`config.mk`:
```
export PLATFORM = sky130hd
export DESIGN_NAME = cbti_host
export DESIGN_NICKNAME = d
export VERILOG_FILES = /design/src/inc/cbti_pkg.sv /design/src/inc/cbti_cfg_if.sv /design/src/design/cbti_host.sv /design/src/design/cbti_check.sv
export SDC_FILE = /design/constraint.sdc
export NUM_CORES = 1
export LEC_CHECK = 0
export ABC_AREA = 0
export BUFFER_PORTS_ARGS = -buffer_cell sky130_fd_sc_hd__buf_2
export CAP_MARGIN = 20
export CORE_MARGIN = 2
export CORE_UTILIZATION = 50
export DETAILED_ROUTE_END_ITERATION = 12
export MAX_ROUTING_LAYER = met4
export PLACE_DENSITY = 0.74
export SYNTH_ARGS = -nofsm -noshare
export SYNTH_HDL_FRONTEND = slang
export SYNTH_HIERARCHICAL = 1
export SYNTH_SLANG_ARGS = --single-unit
```
`constraint.sdc`:
```
create_clock -name CLK_SYS -period 7.47 [get_ports CLK_SYS]
set_clock_uncertainty 0.2 [all_clocks]
set_input_delay 0.3735 -clock CLK_SYS [delete_from_list [all_inputs] [get_ports CLK_SYS]]
set_output_delay 0.3735 -clock CLK_SYS [all_outputs]
set_load 0.01 [all_outputs]
```
`src/inc/cbti_pkg.sv`:
```
// Function
// One bit picks bus clock or crystal for the protocol engine.
// Clock-source bit is changed only while the device is disabled.
// Quantum clock is the selected clock divided by prescale plus one.
// Bit opens with a one-quantum sync; rate is quanta rate over quanta.
// Segment 1 is propagation plus phase one plus 2, kept within 4 to 16.
// Segment 2 is phase two plus 1, kept within 2 to 8.
// New bit leaves at transmit point; sample point is third of three.
// Device uses an information processing time of 2 quanta.
// Segment 1 range per segment 2; jump width 1 to min of 4 and segment 2.
// At least 8 quanta per bit.
// Peripheral clock is never slower than the oscillator clock.
// Peripheral clock is at least 16 times the bit rate.
// Device scans all message buffers within the frame's time window.
// Hard reset clears registers async; soft reset a subset, synchronously.
// Soft-reset bit reads set until the reset has completed.
// No soft reset while clocks are stopped in low power.
// Clearing module disable puts the device into freeze by itself.
// Freeze sets halt, freeze, ack, not-ready; transmit stays recessive.
// No reset touches message buffer contents.
// Configuration is done only in freeze mode.
// Init writes timing, prescale, arbitration mode, buffers, masks.
// Clearing halt makes the device leave freeze and synchronise.
// Device counts quanta through segments; resync bounded by jump width.
`default_nettype none
package cbti_pkg;
	localparam int WB_AW  = 8;
	localparam int DEV_AW = 12;
	// own register map, byte addresses
	localparam logic [7:0] CMD_OFF  = 8'h00;
	localparam logic [7:0] TIM_OFF  = 8'h04;
	localparam logic [7:0] MASK_OFF = 8'h08;
	localparam logic [7:0] BACT_OFF = 8'h0c;
	localparam logic [7:0] STAT_OFF = 8'h10;
	localparam logic [31:0] TIM_RST  = 32'h00000000;
	localparam logic [31:0] MASK_RST = 32'h00000000;
	localparam logic [31:0] BACT_RST = 32'h00000000;
	localparam int CMD_START    = 0;
	localparam int CMD_SRST     = 1;
	localparam int ST_BUSY      = 0;
	localparam int ST_DONE      = 1;
	localparam int ST_FAIL      = 2;
	localparam int ST_FLT_LSB   = 8;
	localparam int ST_STATE_LSB = 16;
	localparam int F_SEG1  = 0;
	localparam int F_SEG2  = 1;
	localparam int F_STD   = 2;
	localparam int F_NQ    = 3;
	localparam int F_RATIO = 4;
	localparam int F_LP    = 5;
	// device map
	localparam logic [11:0] DEV_MCR_OFF   = 12'h000;
	localparam logic [11:0] DEV_CTRL_OFF  = 12'h004;
	localparam logic [11:0] DEV_BUFFER_INTERRUPT_MASK_OFF = 12'h028;
	localparam logic [11:0] DEV_MB_BASE   = 12'h080;
	localparam int MB_SHIFT = 4;
	localparam int MCR_MODULE_DISABLE = 31;
	localparam int MCR_FRZ  = 30;
	localparam int MCR_HALT = 28;
	localparam int MCR_NRDY = 27;
	localparam int MCR_SRST = 25;
	localparam int MCR_FACK = 24;
	localparam int CTRL_PRES = 24;
	localparam int CTRL_RJW  = 22;
	localparam int CTRL_P1   = 19;
	localparam int CTRL_P2   = 16;
	localparam int CTRL_CSRC = 13;
	localparam int CTRL_LOWEST_BUFFER_FIRST = 4;
	localparam int CTRL_PROP = 0;
	localparam int MB_CODE_LSB = 24;
	localparam logic [3:0] MB_INACTIVE = 4'h0;
	localparam logic [3:0] MB_RX_EMPTY = 4'h4;
	// timing limits
	localparam int SEG1_ADD  = 2;
	localparam int SEG2_ADD  = 1;
	localparam int SEG1_MIN  = 4;
	localparam int SEG1_MAX  = 16;
	localparam int SEG2_MIN  = 2;
	localparam int SEG2_MAX  = 8;
	localparam int SEG1_SPAN = 8;
	localparam int RJW_MAX   = 4;
	localparam int MIN_TQ    = 8;
	localparam int MIN_RATIO = 16;
	typedef enum logic [3:0] {
		S_IDLE   = 4'b0000,
		S_SRST_W = 4'b0001,
		S_SRST_P = 4'b0010,
		S_DIS_W  = 4'b0011,
		S_CSRC_W = 4'b0100,
		S_EN_W   = 4'b0101,
		S_FRZ_P  = 4'b0110,
		S_TIM_W  = 4'b0111,
		S_MB_W   = 4'b1000,
		S_MASK_W = 4'b1001,
		S_RUN_W  = 4'b1010,
		S_RUN_P  = 4'b1011,
		S_DONE   = 4'b1100,
		S_FAIL   = 4'b1101
	} cbti_state_t;
	typedef struct packed {
		logic [11:0] addr;
		logic        we;
		logic [31:0] data;
	} cbti_acc_t;
	function automatic logic [4:0] cbti_seg1(input logic [31:0] t);
		return 5'(t[CTRL_PROP+:3]) + 5'(t[CTRL_P1+:3]) + 5'(SEG1_ADD);
	endfunction : cbti_seg1
	function automatic logic [3:0] cbti_seg2(input logic [31:0] t);
		return 4'(t[CTRL_P2+:3]) + 4'(SEG2_ADD);
	endfunction : cbti_seg2
	function automatic logic [5:0] cbti_nq(input logic [31:0] t);
		return 6'd1 + 6'(cbti_seg1(t)) + 6'(cbti_seg2(t));
	endfunction : cbti_nq
	function automatic logic [4:0] cbti_s1min(input logic [3:0] s2);
		return (s2 == 4'h2) ? 5'h05 : (s2 == 4'h3) ? 5'h04 : 5'(s2) + 5'h01;
	endfunction : cbti_s1min
	function automatic logic cbti_std_ok(input logic [31:0] t);
		logic [4:0] s1;
		logic [3:0] s2;
		logic [2:0] rj;
		s1 = cbti_seg1(t);
		s2 = cbti_seg2(t);
		rj = 3'(t[CTRL_RJW+:2]) + 3'h1;
		return s1 >= cbti_s1min(s2) && s1 <= 5'(s2) + 5'(SEG1_SPAN)
			&& 4'(rj) <= s2 && rj <= 3'(RJW_MAX);
	endfunction : cbti_std_ok
	function automatic logic [31:0] cbti_ratio(input logic [31:0] t,
		input int pclk_over_osc);
		logic [31:0] r;
		r = (32'(t[CTRL_PRES+:8]) + 32'h1) * 32'(cbti_nq(t));
		if (t[CTRL_CSRC])
			r = r * 32'(pclk_over_osc);
		return r;
	endfunction : cbti_ratio
endpackage : cbti_pkg
`default_nettype wire

```
`src/inc/cbti_cfg_if.sv`:
```
`timescale 1ns/1ps
`default_nettype none
interface cbti_cfg_if;
	logic [31:0] timing;
	logic [4:0]  fault;
	modport seq  (output timing, input fault);
	modport calc (input timing, output fault);
endinterface : cbti_cfg_if
`default_nettype wire

```
`src/design/cbti_host.sv`:
```
`timescale 1ns/1ps
`default_nettype none
module cbti_host #(
	parameter int NUM_BUF       = 16,
	parameter int PCLK_OVER_OSC = 1
) (
	input  wire logic                       CLK_SYS,
	input  wire logic                       SYS_RST,
	input  wire logic                       CE,
	input  wire logic                       LOW_POWER,
	input  wire logic                       WB_CYC_I,
	input  wire logic                       WB_STB_I,
	input  wire logic                       WB_WE_I,
	input  wire logic [cbti_pkg::WB_AW-1:0] WB_ADR_I,
	input  wire logic [31:0]                WB_DAT_I,
	input  wire logic [3:0]                 WB_SEL_I,
	output logic      [31:0]                WB_DAT_O,
	output logic                            WB_ACK_O,
	output logic                            DEV_REQ,
	output logic                            DEV_WE,
	output logic      [cbti_pkg::DEV_AW-1:0] DEV_ADDR,
	output logic      [31:0]                DEV_WDATA,
	input  wire logic [31:0]                DEV_RDATA,
	input  wire logic                       DEV_ACK
);
	import cbti_pkg::*;

	// only 32 mask and activity bits exist, one per buffer
	if (NUM_BUF < 1 || NUM_BUF > 32) begin : g_bad_buf
		$error("NUM_BUF must lie in 1..32");
	end
	// peripheral not slower
	if (PCLK_OVER_OSC < 1) begin : g_bad_ratio
		$error("PCLK_OVER_OSC must be at least 1");
	end

	cbti_cfg_if cfg ();
	cbti_check #(
		.PCLK_OVER_OSC(PCLK_OVER_OSC)
	) u_check (
		.cfg(cfg)
	);

	cbti_state_t state;
	cbti_state_t next_state;
	cbti_acc_t   acc;
	logic [31:0] timing;
	logic [31:0] buffer_interrupt_mask;
	logic [31:0] bact;
	logic [5:0]  mb_idx;
	logic [5:0]  flt;
	logic        wb_req;
	logic        idle;
	logic        go;
	logic        srst_go;
	logic        dev_dis;
	logic        frz_seen;
	logic        last_csrc;

	function automatic logic [31:0] merge(input logic [31:0] old,
		input logic [31:0] nw, input logic [3:0] sel);
		logic [31:0] r;
		r = old;
		for (int i = 0; i < 4; i++) begin
			if (sel[i])
				r[8*i+:8] = nw[8*i+:8];
		end
		return r;
	endfunction : merge

	function automatic logic [31:0] mcr_word(input logic dis,
		input logic halt);
		logic [31:0] w;
		w = '0;
		w[MCR_MODULE_DISABLE] = dis;
		w[MCR_FRZ]  = 1'b1;
		w[MCR_HALT] = halt;
		return w;
	endfunction : mcr_word

	assign cfg.timing = timing;
	assign wb_req  = WB_CYC_I && WB_STB_I && !WB_ACK_O;
	assign idle    = state == S_IDLE || state == S_DONE || state == S_FAIL;
	assign go      = wb_req && WB_WE_I && WB_ADR_I == CMD_OFF && WB_SEL_I[0]
		&& WB_DAT_I[CMD_START] && idle;
	assign srst_go = WB_DAT_I[CMD_SRST];

	// wishbone slave, answers one cycle after the strobe
	always_ff @(posedge CLK_SYS) begin
		if (SYS_RST) begin
			WB_ACK_O <= 1'b0;
			WB_DAT_O <= '0;
		end else if (CE) begin
			WB_ACK_O <= wb_req;
			if (wb_req && !WB_WE_I) begin
				unique case (WB_ADR_I)
					TIM_OFF:  WB_DAT_O <= timing;
					MASK_OFF: WB_DAT_O <= buffer_interrupt_mask;
					BACT_OFF: WB_DAT_O <= bact;
					STAT_OFF: WB_DAT_O <= {11'h000, 1'b0, 4'(state),
						2'h0, flt, 5'h00, state == S_FAIL,
						state == S_DONE, !idle};
					default:  WB_DAT_O <= '0;
				endcase
			end
		end
	end

	// settings are locked while a sequence runs
	always_ff @(posedge CLK_SYS) begin
		if (SYS_RST) begin
			timing <= TIM_RST;
			buffer_interrupt_mask  <= MASK_RST;
			bact   <= BACT_RST;
		end else if (CE && wb_req && WB_WE_I && idle) begin
			if (WB_ADR_I == TIM_OFF)
				timing <= merge(timing, WB_DAT_I, WB_SEL_I);
			if (WB_ADR_I == MASK_OFF)
				buffer_interrupt_mask <= merge(buffer_interrupt_mask, WB_DAT_I, WB_SEL_I);
			if (WB_ADR_I == BACT_OFF)
				bact <= merge(bact, WB_DAT_I, WB_SEL_I);
		end
	end

	always_comb begin
		acc.addr   = DEV_MCR_OFF;
		acc.we     = 1'b1;
		acc.data   = '0;
		next_state = state;
		unique case (state)
			S_SRST_W: begin
				acc.data[MCR_SRST] = 1'b1;
				next_state = S_SRST_P;
			end
			// poll until reset done
			S_SRST_P: begin
				acc.we = 1'b0;
				next_state = DEV_RDATA[MCR_SRST] ? S_SRST_P : S_DIS_W;
			end
			S_DIS_W: begin
				acc.data = mcr_word(1'b1, 1'b1);
				next_state = S_CSRC_W;
			end
			// source while disabled
			S_CSRC_W: begin
				acc.addr = DEV_CTRL_OFF;
				acc.data[CTRL_CSRC] = timing[CTRL_CSRC];
				next_state = S_EN_W;
			end
			// enable enters freeze
			S_EN_W: begin
				acc.data = mcr_word(1'b0, 1'b1);
				next_state = S_FRZ_P;
			end
			// wait for freeze
			S_FRZ_P: begin
				acc.we = 1'b0;
				next_state = DEV_RDATA[MCR_FACK] ? S_TIM_W : S_FRZ_P;
			end
			// timing and arbitration mode
			S_TIM_W: begin
				acc.addr = DEV_CTRL_OFF;
				acc.data = timing;
				next_state = S_MB_W;
			end
			// buffers need explicit init
			S_MB_W: begin
				acc.addr = DEV_MB_BASE + (DEV_AW'(mb_idx) << MB_SHIFT);
				acc.data[MB_CODE_LSB+:4] =
					bact[5'(mb_idx)] ? MB_RX_EMPTY : MB_INACTIVE;
				next_state = (mb_idx == 6'(NUM_BUF - 1)) ? S_MASK_W : S_MB_W;
			end
			S_MASK_W: begin
				acc.addr = DEV_BUFFER_INTERRUPT_MASK_OFF;
				for (int i = 0; i < 32; i++)
					acc.data[i] = buffer_interrupt_mask[i] && i < NUM_BUF;
				next_state = S_RUN_W;
			end
			// clear halt to run
			S_RUN_W: begin
				acc.data = mcr_word(1'b0, 1'b0);
				next_state = S_RUN_P;
			end
			S_RUN_P: begin
				acc.we = 1'b0;
				next_state = (DEV_RDATA[MCR_FACK] || DEV_RDATA[MCR_NRDY])
					? S_RUN_P : S_DONE;
			end
			S_IDLE, S_DONE, S_FAIL: begin
			end
			default: next_state = S_IDLE;
		endcase
	end

	// sequencer and device port; one idle cycle between accesses
	always_ff @(posedge CLK_SYS) begin
		if (SYS_RST) begin
			state     <= S_IDLE;
			DEV_REQ   <= 1'b0;
			DEV_WE    <= 1'b0;
			DEV_ADDR  <= '0;
			DEV_WDATA <= '0;
			mb_idx    <= '0;
			flt       <= '0;
		end else if (CE) begin
			if (idle) begin
				if (go) begin
					mb_idx <= '0;
					// no reset in low power
					flt <= {srst_go && LOW_POWER, cfg.fault};
					if (|cfg.fault || (srst_go && LOW_POWER))
						state <= S_FAIL;
					else
						state <= srst_go ? S_SRST_W : S_DIS_W;
				end
			end else if (!DEV_REQ) begin
				DEV_REQ   <= 1'b1;
				DEV_WE    <= acc.we;
				DEV_ADDR  <= acc.addr;
				DEV_WDATA <= acc.data;
			end else if (DEV_ACK) begin
				DEV_REQ <= 1'b0;
				state   <= next_state;
				if (state == S_MB_W)
					mb_idx <= mb_idx + 6'h01;
			end
		end
	end

	// shadows of device mode, used only by the checks below
	always_ff @(posedge CLK_SYS) begin
		if (SYS_RST) begin
			dev_dis   <= 1'b0;
			frz_seen  <= 1'b0;
			last_csrc <= 1'b0;
		end else if (CE && DEV_REQ && DEV_ACK) begin
			if (DEV_WE && DEV_ADDR == DEV_MCR_OFF) begin
				dev_dis <= DEV_WDATA[MCR_MODULE_DISABLE];
				if (!DEV_WDATA[MCR_HALT] || DEV_WDATA[MCR_MODULE_DISABLE])
					frz_seen <= 1'b0;
			end
			if (!DEV_WE && DEV_ADDR == DEV_MCR_OFF && DEV_RDATA[MCR_FACK])
				frz_seen <= 1'b1;
			if (DEV_WE && DEV_ADDR == DEV_CTRL_OFF)
				last_csrc <= DEV_WDATA[CTRL_CSRC];
		end
	end
endmodule : cbti_host
`default_nettype wire

```
`src/design/cbti_check.sv`:
```
`timescale 1ns/1ps
`default_nettype none
module cbti_check #(
	parameter int PCLK_OVER_OSC = 1
) (
	cbti_cfg_if.calc cfg
);
	import cbti_pkg::*;
	logic [4:0] seg1;
	logic [3:0] seg2;
	always_comb begin
		seg1 = cbti_seg1(cfg.timing);
		seg2 = cbti_seg2(cfg.timing);
		// segment one range
		cfg.fault[F_SEG1] = seg1 < 5'(SEG1_MIN) || seg1 > 5'(SEG1_MAX);
		// segment two range
		cfg.fault[F_SEG2] = seg2 < 4'(SEG2_MIN) || seg2 > 4'(SEG2_MAX);
		// standard table check
		cfg.fault[F_STD] = !cbti_std_ok(cfg.timing);
		// quanta per bit
		cfg.fault[F_NQ] = cbti_nq(cfg.timing) < 6'(MIN_TQ);
		// clock to bit-rate ratio
		cfg.fault[F_RATIO] =
			cbti_ratio(cfg.timing, PCLK_OVER_OSC) < 32'(MIN_RATIO);
	end
endmodule : cbti_check
`default_nettype wire

```
# Word level (Yosys, flattened, before mapping)

Index checks and enable logic that the tools add are counted.

Input port bits: 84
Flip-flop bits (word level): 191

Reduce and logical (&&, ||, !) cells: 52
Mux-type cells: 33
$lt $le $gt $ge: 11
Add/subtract/negate cells: 11
Multipliers: 1
Eq/ne operators: 22
Bitwise operators: 2

Operators by type and width:

| cell                                                | count |
|---|---|
| one-hot mux 32 bit (4 select lines)                 | 1 |
| one-hot mux 4 bit (12 select lines)                 | 1 |
| AND reduction 3 bit                                 | 14 |
| one-hot mux 11 bit (3 select lines)                 | 1 |
| < comparator 32 x 5 -> 1 bit, second input constant | 1 |
| multiplier 32 x 6 -> 32 bit                         | 1 |
| two-way mux 6 bit                                   | 5 |
| one-hot mux 13 bit (2 select lines)                 | 1 |
| == test 4 bit, second input constant                | 6 |
| two-way mux 4 bit                                   | 5 |
| one-hot mux 10 bit (2 select lines)                 | 1 |
| == test 4 x 2 -> 1 bit, second input constant       | 4 |
| == test 4 x 3 -> 1 bit, second input constant       | 4 |
| == test 8 x 4 -> 1 bit, second input constant       | 2 |
| one-hot mux 4 bit (4 select lines)                  | 1 |
| logical AND 1 bit                                   | 15 |
| adder 8 x 10 -> 11 bit, first input constant        | 1 |
| two-way mux 5 bit                                   | 2 |
| AND reduction 5 bit                                 | 2 |
| adder 8 x 1 -> 9 bit, second input constant         | 1 |
| == test 8 x 3 -> 1 bit, second input constant       | 1 |
| == test 8 x 5 -> 1 bit, second input constant       | 1 |
| logical NOT 8 bit                                   | 1 |
| two-way mux 1 bit                                   | 7 |
| other kinds (38)                                    | 53 |

# Depth between registers and ports, before layout

Gate-level depths: netlist (run 1).

Word-level depth: 14
Depth in mapped cells: 28
Depth with buffers taken out: 28

# Hierarchy

Netlist (run 1), hierarchy kept.

By module, submodules not included:

| module     | cells each | times used | area an instance (sq um) |
|---|---|---|---|
| cbti_host  | 896        | 1          | 8439.3 |
| cbti_check | 320        | 1          | 2496.1 |

# Worst setup path before layout (run 1)

Ideal clock, no wire load.

Kind: register -> register
Start: register timing[0] (netlist: cfg.timing[0])
End: register state[2]
Path slack: 0.438 ns
Library setup time: 0.136 ns
Data arrival time: 6.696 ns
Cell stages (with the launch flop): 27
Clock period less this slack: 7.032 ns
Buffers on the path: 0
Cell sequence: dfxtp_1 ha_1 inv_1 fa_1 inv_1 ha_1 ha_1 a21o_1 a21oi_1 xnor2_1 nand2_1 fa_1 fa_1 fa_1 inv_1 ha_1 a21o_1 a41o_1 a31oi_1 o21ai_0 xor2_1 nor4_2 or4_1 a211oi_1 nor2_1 a2111oi_0 a211oi_1

Elaborated cells on any way between the ends: 21

RTL lines:

| item                         | RTL line         | source |
|---|---|---|
| start, declared              | cbti_host.sv:47  | `logic [31:0] timing;` |
| start signal, assigned       | cbti_host.sv:117 | `timing <= merge(timing, WB_DAT_I, WB_SEL_I);` |
| adder 3 x 3 -> 4 bit         | cbti_pkg.sv:106  | `return 5'(t[CTRL_PROP+:3]) + 5'(t[CTRL_P1+:3]) + 5'(SEG1_ADD);` |
| adder 5 x 2 -> 5 bit         | cbti_pkg.sv:106  |  |
| adder 1 x 5 -> 6 bit         | cbti_pkg.sv:112  | `return 6'd1 + 6'(cbti_seg1(t)) + 6'(cbti_seg2(t));` |
| adder 6 x 4 -> 6 bit         | cbti_pkg.sv:112  |  |
| multiplier 32 x 6 -> 32 bit  | cbti_pkg.sv:130  | `r = (32'(t[CTRL_PRES+:8]) + 32'h1) * 32'(cbti_nq(t));` |
| < comparator 32 x 5 -> 1 bit | cbti_check.sv:24 | `cbti_ratio(cfg.timing, PCLK_OVER_OSC) < 32'(MIN_RATIO);` |
| named net cfg.fault[4]       | cbti_cfg_if.sv:5 | `logic [4:0] fault;` |
| OR reduction 5 bit           | cbti_host.sv:211 | `if (\|cfg.fault \|\| (srst_go && LOW_POWER))` |
| logical OR 1 bit             | cbti_host.sv:211 |  |
| two-way mux 4 bit            | cbti_host.sv:211 |  |
| two-way mux 4 bit            | cbti_host.sv:207 | `if (go) begin` |
| two-way mux 4 bit            | cbti_host.sv:206 | `if (idle) begin` |
| end signal, assigned         | cbti_host.sv:214 | `state <= srst_go ? S_SRST_W : S_DIS_W;` |
| end signal, assigned         | cbti_host.sv:223 | `state <= next_state;` |
| end, declared                | cbti_host.sv:44  | `cbti_state_t state;` |

The timed path passes the listed nets, and every way through them passes these cells. The select of a mux whose other input is x is not followed.
A chain may end at the register's enable or synchronous reset.

# Final worst setup path (run 1)

Ends and elaborated chain as after synthesis.

==> results.txt, run 1 <==
Run status -> finished clean
Part of the cycle the worst path needs -> 0.972
Number of library cell types mapped by synthesis -> 66
Type of the most critical hold path -> in2reg
P per Cell Area -> 157 nW/um^2
Worst EP required -> 7560 ps
Number of max-capacitance violations reported -> 0
Static power due to leakage -> 4.90 nW
Startpoint type of the worst setup path -> register
Post-route ant nets -> 0
Number of DRC markers in iteration 0 -> 802
Port Buf Inserts -> 130
Overall overflow remaining after global route -> 0
Max stage delay on crit path -> 540 ps
Instance count of the mapped netlist -> 1216
Upper clock frequency limit -> 138 MHz
Vias per Instance -> 5.86
Final setup violation count -> 0
Area of the die -> 23100 um^2
Die Wd -> 152 um
Buffer levels on the longest clock path -> 2
Wire length of the first global-routing pass -> 48800 um
Hold Vio Cnt, Final -> 0
Top FF cell, synth -> dfxtp_1
Flop2flop setup slack -> 210 ps
Clock latency on the worst-skew pair -> 430 ps
Maximum resistive drop on vdd -> 0.000166 V
Number of global-route vias before repair -> 9050
Count of clock tree sinks -> 188
Total number of vias -> 9519
Clock input transition at the sequential cells of the worst setup and hold paths -> 70 ps
Kind of capture point of the worst setup path -> register
Max-slew violations -> 0
Antenna violations before repair -> 0
Avg Synthesized Cell Area -> 8.99 um^2
CTS tree -> done
Post-synthesis sequential element count -> 188
Final GP Congestion -> 0.953
Number of remaining DRC errors -> 0
Core Area -> 21600 um^2
Library cell used as clock root buffer -> clkbuf_16
Boundary pin count -> 163
Crit path max-delay family -> adder cells
Cell area after placement -> 11900 um^2
Slew at the pin closest to its max-slew limit -> 1140 ps
Routed length per instance -> 18.8 um
Final worst path period need -> 7260 ps
Cell Rows -> 54
Effective utilization at floorplan -> 0.506
Fraction of final layout cells sized beyond drive strength 1 -> 0.196
Total number of H-tree levels -> 4
Total setup buffers inserted after CTS -> 0
Fraction of synthesis flops using an asynchronous set or reset pin -> 0
CP Data Arrival Time -> 7350 ps
Placed wire-length estimate -> 22000 um
Most frequent cells in the layout -> 186 x dfxtp_1, 166 x nor2_1, 130 x buf_2
Aggregate negative setup slack -> 0 ps
Die height -> 152 um
Fin nets -> 1495
Worst slew margin -> 0.236
Yosys synthesis warning count -> 6
Sequential area share after synthesis -> 0.344
Number of buffer and inverter stages on the critical path -> 6
Worst setup path class -> reg2reg
Pin count of the biggest net entering global routing -> 108
Cts bufs inserted -> 17
Crit-path max FO -> 7
Diodes inserted -> 0
Commonest non-fill, non-tap cell in the layout -> dfxtp_1
Worst Hold Slack -> 12.1 ps
Post-Layout Inst Area -> 12600 um^2
Overall routing resource usage -> 0.268
Layout area overhead -> 15.5%
Cell Count, Final, Fillers Out -> 1624
Total Routed Length -> 30500 um
Count of flip-flops with a built-in enable after synthesis -> 0
Pre-antenna DRT Iters -> 6
Synthesized cell area -> 10900 um^2
Worst-path cell with the longest stage delay -> fa_1
Cell Count Post-Placement -> 1591
==> tightest hold or removal path, stage by stage <==
cell     delay, ps
buf_2          100
mux2i_1         60
nor2_1          70
==> path summary, 6_finish.rpt <==
| kind | start | cells past startpoint | endpoint |
|---|---|---|---|
| worst max-delay path | cfg.timing[0] | 29 | state[2] |
| worst min-delay path | WB_DAT_I[30] | 3 | buffer_interrupt_mask[30] |
| worst max register to register | cfg.timing[0] | 29 | state[2] |
| worst min register to register | DEV_WDATA[28] | 2 | DEV_WDATA[28] |
==> registers in the layout, indices dropped and copies added (netlist names) <==
name	cells
DEV_ADDR	9
DEV_REQ	1
DEV_WDATA	32
DEV_WE	1
WB_ACK_O	1
WB_DAT_O	32
bact	32
buffer_interrupt_mask	32
cfg.timing	32
flt	6
mb_idx	6
state	4
==> kinds of logic (layout without fill, tap and decap cells) <==
| family | Yosys count | after routing | synth area share |
|---|---|---|---|
| AND/OR/NAND/NOR | 433 | 433 | 0.200 |
| AO/OA/AOI/OAI | 216 | 216 | 0.137 |
| XOR/XNOR | 28 | 28 | 0.0224 |
| other | 1 | 3 | 0.000343 |
| multiplexers | 136 | 136 | 0.134 |
| adder cells (fa/ha/maj) | 80 | 80 | 0.113 |
| flip-flops | 188 | 188 | 0.344 |
| buffers and inverters | 134 | 260 | 0.0500 |
==> final cells by class <==
cell class | count | area, um^2
well taps | 280 | 350
clock buffers | 23 | 478
flip-flops and latches | 188 | 3770
fillers | 1901 | 8990
inverters | 63 | 236
repair buffers | 165 | 916
clock inverters | 9 | 101
multi-input cells | 896 | 6780
==> synthesized netlist by cell type, types with 4 or more instances <==
| cell type | n | area (um^2) |
|---|---|---|
| a22oi_1 | 32 | 240 |
| o21ai_0 | 30 | 150 |
| a211oi_1 | 4 | 30.0 |
| ha_1 | 49 | 613 |
| nor4_1 | 5 | 31.3 |
| nor4_4 | 12 | 255 |
| o22ai_1 | 4 | 25.0 |
| a22o_1 | 33 | 289 |
| mux4_2 | 6 | 135 |
| and3_1 | 6 | 37.5 |
| nor3_1 | 12 | 60.1 |
| inv_1 | 63 | 236 |
| a21oi_1 | 41 | 205 |
| or3_1 | 4 | 25.0 |
| clkbuf_1 | 58 | 218 |
| and2_1 | 14 | 87.6 |
| a21o_1 | 13 | 97.6 |
| o2111ai_1 | 4 | 35.0 |
| nand2_1 | 110 | 413 |
| xor2_1 | 15 | 131 |
| nor2_1 | 168 | 631 |
| or4_1 | 4 | 30.0 |
| nand3_1 | 43 | 215 |
| dfxtp_1 | 188 | 3760 |
| nand4_1 | 6 | 37.5 |
| nand3b_1 | 7 | 52.6 |
| a31oi_1 | 20 | 125 |
| mux2i_1 | 110 | 1100 |
| a2bb2oi_1 | 10 | 87.6 |
| nand2b_1 | 17 | 106 |
| xnor2_1 | 13 | 114 |
| fa_1 | 31 | 621 |
| buf_1 | 6 | 22.5 |
| nor2b_1 | 11 | 68.8 |
| mux2_2 | 20 | 225 |
==> metal layers <==
| metal | track usage | vias up | wire length [um] | share of wire |
|---|---|---|---|---|
| li1 | - | 4502 | - | - |
| met1 | 0.355 | 4580 | 13300 | 0.44 |
| met2 | 0.421 | 384 | 14300 | 0.47 |
| met3 | 0.0414 | 53 | 2070 | 0.068 |
| met4 | 0.0899 | 0 | 833 | 0.027 |
| met5 | - | - | 0 | 0 |
==> timing repair <==
action / in CTS / in global routing
setup endpoints to repair: 0 / 4
resized for setup: 0 / 30
hold buffers: 1 / 0
hold endpoints to repair: 1 / 0
==> where the power goes <==
| part | leakage, nW | switching (mW) | internal [mW] |
|---|---|---|---|
| sequential | 1.51 | 0.000188 | 1.00 |
| clock | 0.287 | 0.408 | 0.496 |
| combinational | 3.09 | 0.0535 | 0.0198 |
==> stage by stage <==
step | util | power, mW | worst slack [ps]
detailed placement | 0.551 | 1.10 | 48.1
CTS | 0.578 | 1.99 | 32.2
global placement | 0.550 | 1.10 | 97.9
global route | 0.584 | 2.03 | -26.7
finish | 0.584 | 1.98 | 209
floorplan | - | 1.07 | 438
Power figures use the tool's default switching activity.
==> run 2: changes to the inputs <==
Settings changed: CORE_UTILIZATION 50 to 52, PLACE_DENSITY 0.74 to 0.77.
==> results.txt, run 2 (synthesized netlist as in run 1, its figures left out) <==
Run status -> complete, but fails checks (was finished clean)
Failing checks -> hold timing
Count of clock tree sinks -> 188 (unchanged)
Crit-path max FO -> 5 (was 7)
Library cell used as clock root buffer -> clkbuf_16 (unchanged)
Number of buffer and inverter stages on the critical path -> 3 (was 6)
Vias per Instance -> 5.92 (was 5.86)
Pin count of the biggest net entering global routing -> 98 (was 108)
Part of the cycle the worst path needs -> 0.972 (about the same)
CP Data Arrival Time -> 7350 ps (about the same)
Final GP Congestion -> 0.919 (was 0.953)
Antenna violations before repair -> 0 (unchanged)
Hold Vio Cnt, Final -> 1 (was 0)
Number of max-capacitance violations reported -> 0 (unchanged)
Post-route ant nets -> 0 (unchanged)
Placed wire-length estimate -> 21900 um (was 22000 um)
Min setup slack post-route -> 206 ps (was 209 ps)
Final total power -> 2.10 mW (was 1.98 mW)
Number of remaining DRC errors -> 0 (unchanged)
Cts bufs inserted -> 17 (unchanged)
Overall overflow remaining after global route -> 0 (unchanged)
Die Wd -> 149 um (was 152 um)
Commonest non-fill, non-tap cell in the layout -> dfxtp_1 (unchanged)
Routed length per instance -> 19.0 um (was 18.8 um)
Final setup violation count -> 0 (unchanged)
Fin nets -> 1499 (was 1495)
Crit path max-delay family -> adder cells (unchanged)
Cell Count Post-Placement -> 1583 (was 1591)
Worst EP required -> 7560 ps (about the same)
P per Cell Area -> 165 nW/um^2 (was 157 nW/um^2)
Maximum resistive drop on vdd -> 0.000179 V (was 0.000166 V)
Clock latency on the worst-skew pair -> 460 ps (was 430 ps)
Type of the most critical hold path -> in2reg (unchanged)
Boundary pin count -> 163 (unchanged)
Port Buf Inserts -> 130 (unchanged)
Fraction of final layout cells sized beyond drive strength 1 -> 0.194 (was 0.196)
Cell Rows -> 53 (was 54)
Effective utilization at floorplan -> 0.525 (was 0.506)
Worst Hold Slack -> -0.181 ps (was 12.1 ps)
Worst slew margin -> 0.299 (was 0.236)
Wire length of the first global-routing pass -> 48400 um (was 48800 um)
Buffer levels on the longest clock path -> 2 (unchanged)
Cell Count, Final, Fillers Out -> 1624 (unchanged)
Max-slew violations -> 0 (unchanged)
Area of the die -> 22200 um^2 (was 23100 um^2)
Number of global-route vias before repair -> 8924 (was 9050)
Total number of vias -> 9607 (was 9519)
Total number of H-tree levels -> 4 (unchanged)
Max stage delay on crit path -> 540 ps (about the same)
Clock input transition at the sequential cells of the worst setup and hold paths -> 80 ps (was 70 ps)
Total Routed Length -> 30800 um (was 30500 um)
Final worst path period need -> 7260 ps (about the same)
Worst slack after detailed placement -> -31.9 ps (was 48.1 ps)
Layout area overhead -> 16.7% (was 15.5%)
Total setup buffers inserted after CTS -> 0 (unchanged)
Core Area -> 20800 um^2 (was 21600 um^2)
CTS tree -> done (unchanged)
Startpoint type of the worst setup path -> register (unchanged)
Slew at the pin closest to its max-slew limit -> 1040 ps (was 1140 ps)
Upper clock frequency limit -> 138 MHz (about the same)
Pre-antenna DRT Iters -> 7 (was 6)
Die height -> 149 um (was 152 um)
Worst-path cell with the longest stage delay -> fa_1 (unchanged)
Library cell appearing most often on the critical path -> fa_1
Worst setup path class -> reg2reg (unchanged)
Kind of capture point of the worst setup path -> register (unchanged)
Most frequent cells in the layout -> 187 x dfxtp_1, 166 x nor2_1, 129 x buf_2 (was 186 x dfxtp_1, 166 x nor2_1, 130 x buf_2)
Static power due to leakage -> 4.94 nW (was 4.90 nW)
Number of DRC markers in iteration 0 -> 1083 (was 802)
Overall routing resource usage -> 0.287 (was 0.268)
==> run 2: cell count changes in the layout (fill, tap and decap cells not counted), sizes merged <==
cell and delta:
diode +1, clkinvlp +1, clkinv -1, inv +2, clkbuf -5, bufinv +3, buf -3, dlygate4sd3 +7
==> run 2: repair_timing <==
action	in CTS	in global routing
hold endpoints to repair	8	1
hold buffers	7	1
pin swaps	0	6
setup endpoints to repair	1	3
resized for setup	4	27
==> run 2: area by class of cell <==
type | count | area (um^2)
fillers | 1755 | 8060
multi-input cells | 896 | 6790
flip-flops and latches | 188 | 3760
repair buffers | 169 | 966
clock buffers | 18 | 439
well taps | 275 | 344
inverters | 63 | 236
clock inverters | 14 | 219
diodes | 1 | 2.50
==> run 2: through the flow <==
stage,utilization,instance area (um^2),hold WS [ps],TNS (ps)
2_1_floorplan,-,10900,232,0
3_3_place_gp,0.570,11900,239,0
3_5_place_dp,0.571,11900,240,-31.9
4_1_cts,0.607,12600,0.103,0
5_1_grt,0.613,12800,3.91,-133
6_report,0.613,12800,-0.181,0
==> run 2: worst paths after layout <==
check	from	end	slack [ps]	cells after the start
worst max-delay path	cfg.timing[19]	state[2]	210	27
worst min-delay path	WB_DAT_I[6]	bact[6]	-0.2	3
worst max register to register	cfg.timing[19]	state[2]	210	27
worst min register to register	DEV_WDATA[24]	DEV_WDATA[24]	250	2
==> run 2: worst register-to-register path, cell delays in order (launching register included) <==
cell and delay [ps]:
dfxtp_2 360, ha_1 170, inv_1 50, fa_1 430, xnor2_1 160, ha_1 380, ha_4 330, a21o_1 130
and2_2 200, o21a_1 210, nand2b_1 110, fa_1 520, fa_1 520, fa_1 540, inv_1 40, ha_1 310
a21o_1 190, a41o_1 230, a31oi_2 250, o21ai_1 100, xor2_1 260, nor4_4 90, buf_4 160, or4_1 440
a211oi_2 220, nor2_1 90, a2111oi_2 340, a211oi_1 80
==> run 2: where the power goes <==
part           internal (mW)  total, mW  switching [mW]  leakage [nW]
clock network          0.583       1.02           0.440         0.319
registers               1.00       1.00        0.000198          1.51
logic                 0.0227     0.0794          0.0566          3.11
==> run 2: layer usage <==
metal | global-route usage | part of all wire | vias up
met4 | 0.112 | 0.034 | 0
met3 | 0.0514 | 0.077 | 79
li1 | - | - | 4516
met1 | 0.380 | 0.43 | 4596
met2 | 0.439 | 0.46 | 416
met5 | - | 0 | -
